[config.mk]
export PLATFORM = sky130hd
export DESIGN_NAME = ssfb_top
export DESIGN_NICKNAME = d
export VERILOG_FILES = /design/src/ssfb_pkg.sv /design/src/ssfb_top.sv
export SDC_FILE = /design/constraint.sdc
export NUM_CORES = 1
export LEC_CHECK = 0
export BUFFER_PORTS_ARGS = -buffer_cell sky130_fd_sc_hd__buf_2
export CELL_PAD_IN_SITES_DETAIL_PLACEMENT = 1
export CELL_PAD_IN_SITES_GLOBAL_PLACEMENT = 1
export CORE_UTILIZATION = 48
export DETAILED_ROUTE_END_ITERATION = 16
export GPL_TIMING_DRIVEN = 0
export PLACE_DENSITY = 0.87
export SLEW_MARGIN = 20
export SYNTH_ARGS = -nofsm -noshare
export SYNTH_HDL_FRONTEND = slang
export SYNTH_SLANG_ARGS = --single-unit
[constraint.sdc]
create_clock -name I_REF_CLK -period 4.5 [get_ports I_REF_CLK]
set_input_delay 0 -clock I_REF_CLK [delete_from_list [all_inputs] [get_ports I_REF_CLK]]
set_output_delay 0 -clock I_REF_CLK [all_outputs]
set_load 0.005 [all_outputs]
[src/ssfb_pkg.sv]
// Constants, register map and carrier types of the soft start flag blanking
// block. Assumes one 100 MHz core clock shared with detectors and PWM engine.
package ssfb_pkg;

  localparam int unsigned ADDR_W = 16;
  localparam int unsigned NFLAG  = 15;
  localparam int unsigned NSR    = 4;

  // --------------------------------------------------------------------
  // Register offsets
  // --------------------------------------------------------------------
  localparam logic [15:0] REEN_DELAY_OFS   = 16'hFE06;
  localparam logic [15:0] SOFT_BLANK_OFS   = 16'hFE07;
  localparam logic [15:0] BAL_SR_OFS       = 16'hFE08;
  localparam logic [15:0] FLAG_LO_OFS      = 16'hFE10;
  localparam logic [15:0] FLAG_HI_OFS      = 16'hFE11;
  localparam logic [15:0] STATUS_OFS       = 16'hFE12;
  localparam logic [15:0] PWM_DIS_OFS      = 16'hFE60;
  localparam logic [15:0] BAL_SEL_OFS      = 16'hFE72;
  localparam logic [15:0] SR_ASSIGN_OFS    = 16'hFE81;

  localparam logic [7:0] REG_RESET = 8'h00;

  // --------------------------------------------------------------------
  // Field positions
  // --------------------------------------------------------------------
  localparam int unsigned DELAY_SEL_LSB   = 6;
  localparam int unsigned BAL_SEL_BIT     = 7;
  localparam int unsigned LINE_REEN_BIT   = 6;
  localparam int unsigned FIRST_SAVE_BIT  = 5;
  localparam int unsigned SHUT_NOW_BIT    = 4;
  localparam int unsigned BAL_BLANK_BIT   = 3;
  localparam int unsigned KEEP_OC_C_BIT   = 6;
  localparam int unsigned KEEP_OV_B_BIT   = 5;
  localparam int unsigned KEEP_OV_A_BIT   = 4;
  localparam int unsigned KEEP_CS2_B_BIT  = 3;
  localparam int unsigned KEEP_CS2_A_BIT  = 2;
  localparam int unsigned KEEP_CS1_B_BIT  = 1;
  localparam int unsigned KEEP_CS1_A_BIT  = 0;

  // Flag vector positions
  localparam int unsigned F_EXT   = 0;
  localparam int unsigned F_OT1   = 1;
  localparam int unsigned F_OT2   = 2;
  localparam int unsigned F_LINE  = 3;
  localparam int unsigned F_REV_A = 4;
  localparam int unsigned F_REV_B = 5;
  localparam int unsigned F_UV_A  = 6;
  localparam int unsigned F_UV_B  = 7;
  localparam int unsigned F_OC_C  = 8;
  localparam int unsigned F_OV_A  = 9;
  localparam int unsigned F_OV_B  = 10;
  localparam int unsigned F_CS1_A = 11;
  localparam int unsigned F_CS1_B = 12;
  localparam int unsigned F_CS2_A = 13;
  localparam int unsigned F_CS2_B = 14;

  // Channel codes, also the rectifier assignment encoding
  localparam logic [1:0] CH_A = 2'h0;
  localparam logic [1:0] CH_B = 2'h1;
  localparam logic [1:0] CH_C = 2'h2;

  // --------------------------------------------------------------------
  // Timing
  // --------------------------------------------------------------------
  localparam int unsigned CLK_HZ        = 100_000_000;
  localparam int unsigned REEN_BASE_MS  = 250;
  localparam int unsigned REEN_BASE_CYC = REEN_BASE_MS * (CLK_HZ / 1000);

  typedef struct packed {
    logic [7:0] reen_delay;
    logic [7:0] soft_blank;
    logic [7:0] bal_sr;
    logic [7:0] pwm_dis;
    logic [7:0] bal_sel;
    logic [7:0] sr_assign;
  } ssfb_cfg_t;

endpackage

[src/ssfb_top.sv]
// Soft start flag blanking, shutdown sequencing and rectifier gating.
// Assumes flag events, soft start levels and the cycle end strobe come from
// logic on I_REF_CLK; the register port is a plain same-clock strobe bus.
//
// The address-and-strobe port was left to the implementer.
`timescale 1ns/1ps
module ssfb_top #(
  parameter int unsigned REEN_BASE_CYC = ssfb_pkg::REEN_BASE_CYC
) (
  input  wire logic                        I_REF_CLK,
  input  wire logic                        I_RST_B,
  input  wire logic [ssfb_pkg::ADDR_W-1:0] i_addr,
  input  wire logic [7:0]                  i_wdata,
  input  wire logic                        i_wr,
  input  wire logic                        i_rd,
  input  wire logic [ssfb_pkg::NFLAG-1:0]  i_flag_evt,
  input  wire logic [2:0]                  i_soft_start,
  input  wire logic                        i_pwm_cycle_end,
  output logic [7:0]                       o_rdata,
  output logic [ssfb_pkg::NFLAG-1:0]       o_flag,
  output logic [ssfb_pkg::NFLAG-1:0]       o_flag_act,
  output logic                             o_pwm_stop,
  output logic                             o_soft_start_req,
  output logic [ssfb_pkg::NSR-1:0]         o_sr_disable,
  output logic                             o_bal_blank,
  output logic [3:0]                       o_first_id,
  output logic                             o_first_id_save
);

  // ----------------------------------------------------------------------
  // Register file
  // ----------------------------------------------------------------------
  ssfb_pkg::ssfb_cfg_t cfg;
  logic [ssfb_pkg::NFLAG-1:0] flag_q;
  logic [31:0]                reen_cnt;
  logic [3:0]                 first_id;
  logic                       first_seen;

  typedef enum logic [1:0] {ST_RUN, ST_WAIT_END, ST_STOPPED, ST_REEN}
    ssfb_state_t;
  ssfb_state_t state;
  ssfb_state_t next_state;

  wire hit_delay  = i_addr == ssfb_pkg::REEN_DELAY_OFS;
  wire hit_blank  = i_addr == ssfb_pkg::SOFT_BLANK_OFS;
  wire hit_bal_sr = i_addr == ssfb_pkg::BAL_SR_OFS;
  wire hit_flg_lo = i_addr == ssfb_pkg::FLAG_LO_OFS;
  wire hit_flg_hi = i_addr == ssfb_pkg::FLAG_HI_OFS;
  wire hit_status = i_addr == ssfb_pkg::STATUS_OFS;
  wire hit_pwmdis = i_addr == ssfb_pkg::PWM_DIS_OFS;
  wire hit_balsel = i_addr == ssfb_pkg::BAL_SEL_OFS;
  wire hit_assign = i_addr == ssfb_pkg::SR_ASSIGN_OFS;

  // Software clear of latched flags, write one to clear
  wire [15:0] clr_wide = {(i_wr && hit_flg_hi) ? i_wdata : 8'h00,
                          (i_wr && hit_flg_lo) ? i_wdata : 8'h00};
  wire [ssfb_pkg::NFLAG-1:0] flag_clr = clr_wide[ssfb_pkg::NFLAG-1:0];

  wire [15:0] flag_wide = {1'b0, flag_q};
  wire [7:0] status_rd = {2'h0, state, first_seen ? first_id : 4'h0};

  wire [7:0] next_rdata =
      hit_delay  ? cfg.reen_delay :
      hit_blank  ? cfg.soft_blank :
      hit_bal_sr ? cfg.bal_sr     :
      hit_flg_lo ? flag_wide[7:0] :
      hit_flg_hi ? flag_wide[15:8] :
      hit_status ? status_rd      :
      hit_pwmdis ? cfg.pwm_dis    :
      hit_balsel ? cfg.bal_sel    :
      hit_assign ? cfg.sr_assign  : 8'h00;

  always_ff @(posedge I_REF_CLK or negedge I_RST_B) begin
    if (!I_RST_B) begin
      cfg <= {6{ssfb_pkg::REG_RESET}};
    end else if (i_wr) begin
      if (hit_delay)  cfg.reen_delay <= i_wdata;
      if (hit_blank)  cfg.soft_blank <= i_wdata;
      if (hit_bal_sr) cfg.bal_sr     <= i_wdata;
      if (hit_pwmdis) cfg.pwm_dis    <= i_wdata;
      if (hit_balsel) cfg.bal_sel    <= i_wdata;
      if (hit_assign) cfg.sr_assign  <= i_wdata;
    end
  end

  // Read data valid only in the cycle after the strobe
  always_ff @(posedge I_REF_CLK or negedge I_RST_B) begin
    if (!I_RST_B) begin
      o_rdata <= 8'h00;
    end else begin
      o_rdata <= i_rd ? next_rdata : 8'h00;
    end
  end

  // ----------------------------------------------------------------------
  // Flag latching and blanking
  // ----------------------------------------------------------------------
  wire ss_a   = i_soft_start[0];
  wire ss_b   = i_soft_start[1];
  wire ss_c   = i_soft_start[2];
  wire any_ss = |i_soft_start;
  wire in_reen = state == ST_REEN;
  wire [7:0] keep = cfg.soft_blank;

  logic [ssfb_pkg::NFLAG-1:0] blank;
  always_comb begin
    blank = '0;
    // Blank terms follow the live soft start levels, so they drop the
    // moment a channel's soft start ends; the line term also holds during re-enable
    blank[ssfb_pkg::F_EXT]   = any_ss;
    blank[ssfb_pkg::F_OT1]   = any_ss;
    blank[ssfb_pkg::F_OT2]   = any_ss;
    blank[ssfb_pkg::F_LINE]  = any_ss ||
        (in_reen && cfg.bal_sr[ssfb_pkg::LINE_REEN_BIT]);
    blank[ssfb_pkg::F_REV_A] = ss_a;
    blank[ssfb_pkg::F_UV_A]  = ss_a;
    blank[ssfb_pkg::F_REV_B] = ss_b;
    blank[ssfb_pkg::F_UV_B]  = ss_b;
    blank[ssfb_pkg::F_OC_C]  = ss_c && !keep[ssfb_pkg::KEEP_OC_C_BIT];
    blank[ssfb_pkg::F_OV_B]  = ss_b && !keep[ssfb_pkg::KEEP_OV_B_BIT];
    blank[ssfb_pkg::F_OV_A]  = ss_a && !keep[ssfb_pkg::KEEP_OV_A_BIT];
    blank[ssfb_pkg::F_CS2_A] = ss_a && !keep[ssfb_pkg::KEEP_CS2_A_BIT];
    blank[ssfb_pkg::F_CS1_A] = ss_a && !keep[ssfb_pkg::KEEP_CS1_A_BIT];
    blank[ssfb_pkg::F_CS2_B] = ss_b && !keep[ssfb_pkg::KEEP_CS2_B_BIT];
    blank[ssfb_pkg::F_CS1_B] = ss_b && !keep[ssfb_pkg::KEEP_CS1_B_BIT];
  end

  // A blanked flag still latches; only its action is masked
  wire [ssfb_pkg::NFLAG-1:0] next_flag = i_flag_evt | (flag_q & ~flag_clr);
  wire [ssfb_pkg::NFLAG-1:0] act = flag_q & ~blank;
  wire trip = |act;

  always_ff @(posedge I_REF_CLK or negedge I_RST_B) begin
    if (!I_RST_B) begin
      flag_q     <= '0;
      o_flag     <= '0;
      o_flag_act <= '0;
    end else begin
      flag_q     <= next_flag;
      o_flag     <= next_flag;
      o_flag_act <= act;
    end
  end

  // ----------------------------------------------------------------------
  // Shutdown and re-enable sequencing
  // ----------------------------------------------------------------------
  function automatic logic [3:0] first_set(
    input logic [ssfb_pkg::NFLAG-1:0] v
  );
    logic [3:0] id;
    id = 4'hF;
    for (int i = ssfb_pkg::NFLAG - 1; i >= 0; i--) begin
      if (v[i]) begin
        id = 4'(i);
      end
    end
    return id;
  endfunction

  wire shut_now = cfg.bal_sr[ssfb_pkg::SHUT_NOW_BIT];
  wire [1:0] delay_sel =
    cfg.reen_delay[ssfb_pkg::DELAY_SEL_LSB +: 2];
  // Delay doubles per select step: 250 ms, 500 ms, 1 s, 2 s
  wire [31:0] reen_load = 32'(REEN_BASE_CYC) << delay_sel;
  wire reen_done = in_reen && (reen_cnt <= 32'h0000_0001);

  always_comb begin
    next_state = state;
    unique case (state)
      ST_RUN: begin
        if (trip) begin
          next_state = shut_now ? ST_STOPPED : ST_WAIT_END;
        end
      end
      ST_WAIT_END: begin
        if (i_pwm_cycle_end) begin
          next_state = ST_STOPPED;
        end
      end
      ST_STOPPED: begin
        if (flag_q == '0) begin
          next_state = ST_REEN;
        end
      end
      ST_REEN: begin
        if (trip) begin
          next_state = ST_STOPPED;
        end else if (reen_done) begin
          next_state = ST_RUN;
        end
      end
    endcase
  end

  wire enter_reen = state == ST_STOPPED && next_state == ST_REEN;
  wire first_trip = state == ST_RUN && trip && !first_seen;
  wire stop_next  = next_state == ST_STOPPED || next_state == ST_REEN;

  always_ff @(posedge I_REF_CLK or negedge I_RST_B) begin
    if (!I_RST_B) begin
      state            <= ST_RUN;
      reen_cnt         <= 32'h0000_0000;
      o_pwm_stop       <= 1'b0;
      o_soft_start_req <= 1'b0;
    end else begin
      state            <= next_state;
      reen_cnt         <= enter_reen ? reen_load :
                          in_reen ? reen_cnt - 32'h0000_0001 : reen_cnt;
      o_pwm_stop       <= stop_next;
      o_soft_start_req <= reen_done && !trip;
    end
  end

  // First flag identity is kept until a full re-enable completes
  always_ff @(posedge I_REF_CLK or negedge I_RST_B) begin
    if (!I_RST_B) begin
      first_id        <= 4'h0;
      first_seen      <= 1'b0;
      o_first_id      <= 4'h0;
      o_first_id_save <= 1'b0;
    end else begin
      if (first_trip) begin
        first_id   <= first_set(act);
        o_first_id <= first_set(act);
        first_seen <= 1'b1;
      end else if (reen_done && !trip) begin
        first_seen <= 1'b0;
      end
      o_first_id_save <= first_trip &&
                         cfg.bal_sr[ssfb_pkg::FIRST_SAVE_BIT];
    end
  end

  // ----------------------------------------------------------------------
  // Volt-second balance blanking and rectifier gating
  // ----------------------------------------------------------------------
  wire bal_on_c  = cfg.bal_sel[ssfb_pkg::BAL_SEL_BIT];
  wire bal_ss    = bal_on_c ? ss_c : ss_a;
  wire next_bal_blank =
    cfg.bal_sr[ssfb_pkg::BAL_BLANK_BIT] && bal_ss;

  logic [ssfb_pkg::NSR-1:0] next_sr_dis;
  genvar g;
  generate
    for (g = 0; g < ssfb_pkg::NSR; g++) begin : g_sr
      wire [1:0] ch = cfg.sr_assign[2*g +: 2];
      wire ch_ss = (ch == ssfb_pkg::CH_A) ? ss_a :
                   (ch == ssfb_pkg::CH_B) ? ss_b :
                   (ch == ssfb_pkg::CH_C) ? ss_c : 1'b0;
      // Channel bit 0/1/2 of the control register matches channel code
      wire ch_force = (ch == ssfb_pkg::CH_C) ? cfg.bal_sr[2] :
                      (ch == ssfb_pkg::CH_B) ? cfg.bal_sr[1] :
                      (ch == ssfb_pkg::CH_A) ? cfg.bal_sr[0] :
                      1'b0;
      assign next_sr_dis[g] = ch_ss &&
                              (ch_force || cfg.pwm_dis[g]);
    end
  endgenerate

  always_ff @(posedge I_REF_CLK or negedge I_RST_B) begin
    if (!I_RST_B) begin
      o_bal_blank  <= 1'b0;
      o_sr_disable <= '0;
    end else begin
      o_bal_blank  <= next_bal_blank;
      o_sr_disable <= next_sr_dis;
    end
  end
endmodule

### Word-level counts from Yosys, hierarchy flattened

Cells that the tools add are included.

| storage, ports and cells | value |
|---|---|
| flip-flop bits (word level) | 133 |
| bits in latches | 0 |
| RAM bits | 0 |
| bits in read-only memories | 0 |
| output and inout port bits | 50 |
| word-level logic and storage cells | 164 |
| memories | 0 |

| operators by class | value |
|---|---|
| add/subtract/negate cells | 1 |
| multiply operators | 0 |
| divide/modulo/power cells | 0 |
| $lt $le $gt $ge | 1 |
| equality and inequality tests | 22 |
| shift operators | 1 |
| muxes and demuxes | 64 |
| bitwise gates (word level) | 5 |
| reduce and logical (&&, ||, !) cells | 52 |

Operators by type and width:

| operator | number |
|---|---|
| 16-bit == test, second input constant | 9 |
| 8-bit two-way mux | 11 |
| 32-bit two-way mux | 2 |
| 4-bit two-way mux | 15 |
| 32-bit by 1-bit less-or-equal comparator with 1-bit output, second input constant | 1 |
| 25-bit by 2-bit << shifter with 32-bit output, first input constant | 1 |
| 32-bit by 1-bit subtractor with 32-bit output, second input constant | 1 |
| 15-bit bitwise AND | 2 |
| 15-bit NOT | 2 |
| 1-bit two-way mux | 28 |
| 1-bit logical AND | 21 |
| 2-bit == test, second input constant | 8 |
| 15-bit zero test | 1 |
| 15-bit bitwise OR | 1 |
| 15-bit OR reduction | 1 |
| 2-bit two-way mux | 6 |
| 2-bit AND reduction | 6 |
| 2-bit by 1-bit == test with 1-bit output, second input constant | 5 |
| 2-bit zero test | 5 |
| 1-bit zero test | 9 |
| 2-bit case mux with 4 select lines | 1 |
| 7-bit two-way mux | 1 |
| 1-bit logical OR | 6 |
| 2-bit nonzero test | 2 |
| 3-bit OR reduction | 1 |

### Logic depth before layout (Yosys ltp)

| depth | value |
|---|---|
| word-level depth | 20 |
| gate-level depth with buffers | 9 |
| mapped depth without buffers | 8 |

### Worst setup path after synthesis

OpenSTA, ideal clock, no wires.

| timing | value |
|---|---|
| kind | reg-to-reg |
| start | register reen_cnt[10] |
| end | register first_seen |
| setup time | 136 ps |
| arrival | 2,037 ps |
| setup slack | 2,327 ps |
| cell stages (with the launch flop) | 7 |
| path buffers | 0 |
| clock period less this slack | 2,173 ps |
| cell sequence | dfrtp_1 -> or3_4 -> nor4b_4 -> nand3_2 -> or4_4 -> o31ai_2 -> a21oi_1 |

| between the ends | value |
|---|---|
| cells in the longest elaborated chain, start to end | 4 |

RTL lines:

| element | RTL line | source |
|---|---|---|
| start, declared | ssfb_top.sv:35 | `logic [31:0] reen_cnt;` |
| start signal, assigned | ssfb_top.sv:208 | `reen_cnt <= enter_reen ? reen_load :` |
| 32-bit by 1-bit less-or-equal comparator with 1-bit output | ssfb_top.sv:166 | `wire reen_done = in_reen && (reen_cnt <= 32'h0000_0001);` |
| 1-bit logical AND | ssfb_top.sv:166 |  |
| 1-bit logical AND | ssfb_top.sv:227 | `end else if (reen_done && !trip) begin` |
| 2-bit nonzero test (no line) | n/a |  |
| end signal, assigned | ssfb_top.sv:219 | `first_seen <= 1'b0;` |
| end signal, assigned | ssfb_top.sv:226 | `first_seen <= 1'b1;` |
| end signal, assigned | ssfb_top.sv:228 | `first_seen <= 1'b0;` |
| end, declared | ssfb_top.sv:37 | `logic first_seen;` |

No other way between the ends.
A chain may end at the register's enable or synchronous reset.

### Worst setup path in the final report

| timing | value |
|---|---|
| start | register state[0] |
| end | register reen_cnt[19] |

| between the ends | value |
|---|---|
| cells in the longest elaborated chain, start to end | 11 |
| elaborated cells on any way between the ends | 20 |
| those cells by class | 4 x eq/ne; 7 x mux; 2 x bitwise; 7 x reduce/logical |

RTL lines:

| element | RTL line | source |
|---|---|---|
| start, declared | ssfb_top.sv:41 | `ssfb_state_t state;` |
| start signal, assigned | ssfb_top.sv:207 | `state <= next_state;` |
| 2-bit == test | ssfb_top.sv:102, ssfb_top.sv:170 |  |
| 1-bit logical AND | ssfb_top.sv:114 | `(in_reen && cfg.bal_sr[ssfb_pkg::LINE_REEN_BIT]);` |
| 1-bit logical OR | ssfb_top.sv:113 | `blank[ssfb_pkg::F_LINE] = any_ss \|\|` |
| 15-bit NOT | ssfb_top.sv:130 | `wire [ssfb_pkg::NFLAG-1:0] act = flag_q & ~blank;` |
| 15-bit bitwise AND | ssfb_top.sv:130 |  |
| 15-bit OR reduction | ssfb_top.sv:131 | `wire trip = \|act;` |
| 2-bit two-way mux, on equally long branches | ssfb_top.sv:187, ssfb_top.sv:172 |  |
| 2-bit case mux with 4 select lines | ssfb_top.sv:170 | `unique case (state)` |
| 2-bit == test | ssfb_top.sv:196 | `wire enter_reen = state == ST_STOPPED && next_state == ST_REEN;` |
| 1-bit logical AND | ssfb_top.sv:196 |  |
| 32-bit two-way mux or 2-bit nonzero test (tied branches) | n/a |  |

Parallel ways exist; a longest one is shown, timed or not.

==> impl_metrics.yaml <==
clocking:
  cts_buffers: 17
  post_cts_buffers: 0
  cts-root-buf: "clkbuf_16"
  clk_latency_ns: 0.44
  cts_sinks: 132
  cts_tree: "done"
  htreeDepth: 4
  clk_path_buf_depth: 2
  path_clk_slew_ns: 0.07
yosys:
  synth_area_sq_um: 6621
  avgSynthCellArea_sq_um: 10.54
  yosys-top-cells-area: "dfrtp_1, mux2_2, a21oi_1"
  yosysSeqAreaShare: 0.4989
  synth_warnings: 0
  ys_seq_elements: 132
  synth_edf_count: 0
  synth_area_leader_cell: "dfrtp_1"
  synth_top_area_frac: 0.4989
  ys_async_sr_fraction: 1.000
  synth.distinct_cells: 75
  syn-instance-count: 628
  syn-num-nets: 677
  ys.flop_type: "dfrtp_1"
detailed_routing:
  initialDrtViolationCount: 750
  dr_total_vias: 6678
  route.met2.wl_mm: 13.43
  drcViolationCount: 0
  drt-total-wl_mm: 28.44
  dr.pass1.iters: 8
  ant_nets: 0
  top_layer: "met4"
  wl_per_cell_microns: 29.17
  drt-met1-wl_mm: 10.37
  viasPerCell: 6.849
  route.met3.wl_mm: 2.514
die:
  die_width_microns: 119.5
  start_util: 0.4961
  fp.dieH_microns: 119.5
  pin_count: 97
  dieArea_sq_um: 14270
  num_rows: 42
  core_sq_um: 13350
layout:
  final_cell_mix: "dfrtp_1, buf_2, nand2_1"
  diodes: 0
  final_util: 0.6295
  layout_commonest_cell: "dfrtp_1"
  layout-drive-gt1-share: 0.2603
  fin_nets: 835
  synthToLayoutAreaGrowth_pct: 26.89
power:
  power_frac_clock: 0.437
  power_frac_seq: 0.410
  p_comb_frac: 0.153
  p_leak_nw: 3.668
  p_int_mw: 2.371
  p_per_area_nw_per_um2: 410.1
  peakVddDrop_mv: 0.2679
  p_sw_mw: 1.075
  p_sw_frac: 0.3119
global_routing:
  antenna_found_initial: 0
  grt.total_usage: 0.4188
  grt_max_degree: 75
  grt_pass1_vias: 7226
  grt_overflow_total: 0
  grt_pass1_wl_mm: 44.16
worst_setup_path:
  crit_fanout: 10
  crit_path_end_kind: "flip-flop"
  cp_data_arrival_time_ns: 2.97
  cpMaxStageDelayCell: "clkbuf_1"
  cp.required_ns: 4.86
  critPathLaunchType: "flip-flop"
  crit_chain: "clkbuf_1 -> nor3_1 -> and3_1 -> nand3_1 -> clkbuf_1 -> o311ai_0 -> nand3_1"
  path_class: "reg -> reg"
  slowest_delay_ns: 0.53
placed_design:
  place_ws_ns: 2.001
  hpwl_mm: 15.89
  numPortBuffers: 95
  gp_congestion: 0.9091
timing:
  finalHoldViolations: 0
  rsz0062_at_grt: "no"
  setup_viol: 0
  fmax_ghz: 0.3823
  whs_ns: 0.08455
  fin_crit_sh: 0.5813
  min_period_ns: 2.616
  max_slew_margin: 0.1788
  drv_slew: 0
  fin_skew_ns: 0.01837
  tns_ns: 0
  setup_ws_ns: 1.884
  worst_pin_slew_ns: 1.222
flow_run:
  cap_viol_max_count: 0
hold_path:
  hold_path_class: "in -> reg"
run_status:
  run_status: "finished, final reports clean"
-- power by group through the flow --
| stage | Combinational [mW] | Sequential (mW) | Clock, mW |
|---|---|---|---|
| after floorplan | 0.272 | 1.38 | 0 |
| after global routing | 0.564 | 1.42 | 1.53 |
| after detailed placement | 0.455 | 1.42 | 0 |
| final | 0.528 | 1.41 | 1.51 |
| after global placement | 0.423 | 1.41 | 0 |
| after CTS | 0.491 | 1.40 | 1.47 |
-- critical path: cells and delay by family, from the launching register on --
family / cells / cell delay [ns]
buf+inv: 2 / 1.00
simple gates: 4 / 0.83
flops: 1 / 0.38
compound gates: 1 / 0.31
-- per-stage QoR --
stage	cells	cell area [sq um]	total power, mW
final	975	8402	3.446
after floorplan	628	6621	1.652
after detailed placement	900	7355	1.872
after global routing	975	8402	3.515
after CTS	975	8402	3.361
after global placement	899	7317	1.830
-- timing repair --
action	in CTS	in global routing
hold buffers	43	0
resized for setup	0	0
hold endpoints to repair	206	0
-- sequential cells by signal (all words and copies together) (netlist names), 4 cells and up --
signal and count:
cfg 39, first_id 4, o_rdata 8, flag_q 15, o_sr_disable 4, reen_cnt 32, keep 8, o_flag_act 15
-- layout make-up --
class	instances	area, sq um
multi-input combinational	453	3134
clock buffer	18	439.2
sequential	132	3303
fill	1415	4946
clock inverter	14	177.7
inverter	20	75.07
buffer	23	108.9
tap	176	220.2
timing repair buffer	139	943.4
-- path summary, 6_finish.rpt --
kind,cells after the start,start,to,slack (ns)
min in group asynchronous,2,I_RST_B,cfg[31]$_DFFE_PN0P_,0.10
max in group asynchronous,3,I_RST_B,first_id[0]$_DFFE_PN0P_,3.67
max,7,state[0]$_DFF_PN0_,reen_cnt[19]$_DFFE_PN0P_,1.88
min,3,i_soft_start[0],o_flag_act[1]$_DFF_PN0_,0.08
min reg2reg,1,reen_cnt[28]$_DFFE_PN0P_,reen_cnt[28]$_DFFE_PN0P_,0.49
max reg2reg,7,state[0]$_DFF_PN0_,reen_cnt[19]$_DFFE_PN0P_,1.88
-- layer usage --
metal  track usage  vias up
met4        0.2906        0
met3        0.1020      192
li1              -     2641
met2        0.6716      505
met5      0.003676        -
met1        0.4942     3340
-- synth_stat cells (all sizes together), types with 5 or more instances --
cell    number
nor4        12
nand3       18
mux2i        6
and3        11
a22oi        6
a21oi       38
o21ai       29
xnor2       12
a21o        15
and2        11
clkbuf      16
or3         10
o22ai        7
a221oi       9
o31ai        6
mux2        50
inv         20
dfrtp      132
nand2b       8
buf          7
o211ai      11
or4b         5
nor2        47
nor3        29
nand4        5
nand2       48
or4          6
-- kinds of logic (layout without fill, tap and decap cells) --
group / Yosys count / count (layout) / share of synthesized area
simple gates: 223 / 223 / 0.1916
xor+xnor: 15 / 15 / 0.01984
mux: 56 / 56 / 0.09864
fa+ha+maj: 2 / 2 / 0.003779
flops: 132 / 132 / 0.4989
compound gates: 157 / 157 / 0.1595
buf+inv: 43 / 214 / 0.02778
(Power assumes the default switching activity.)
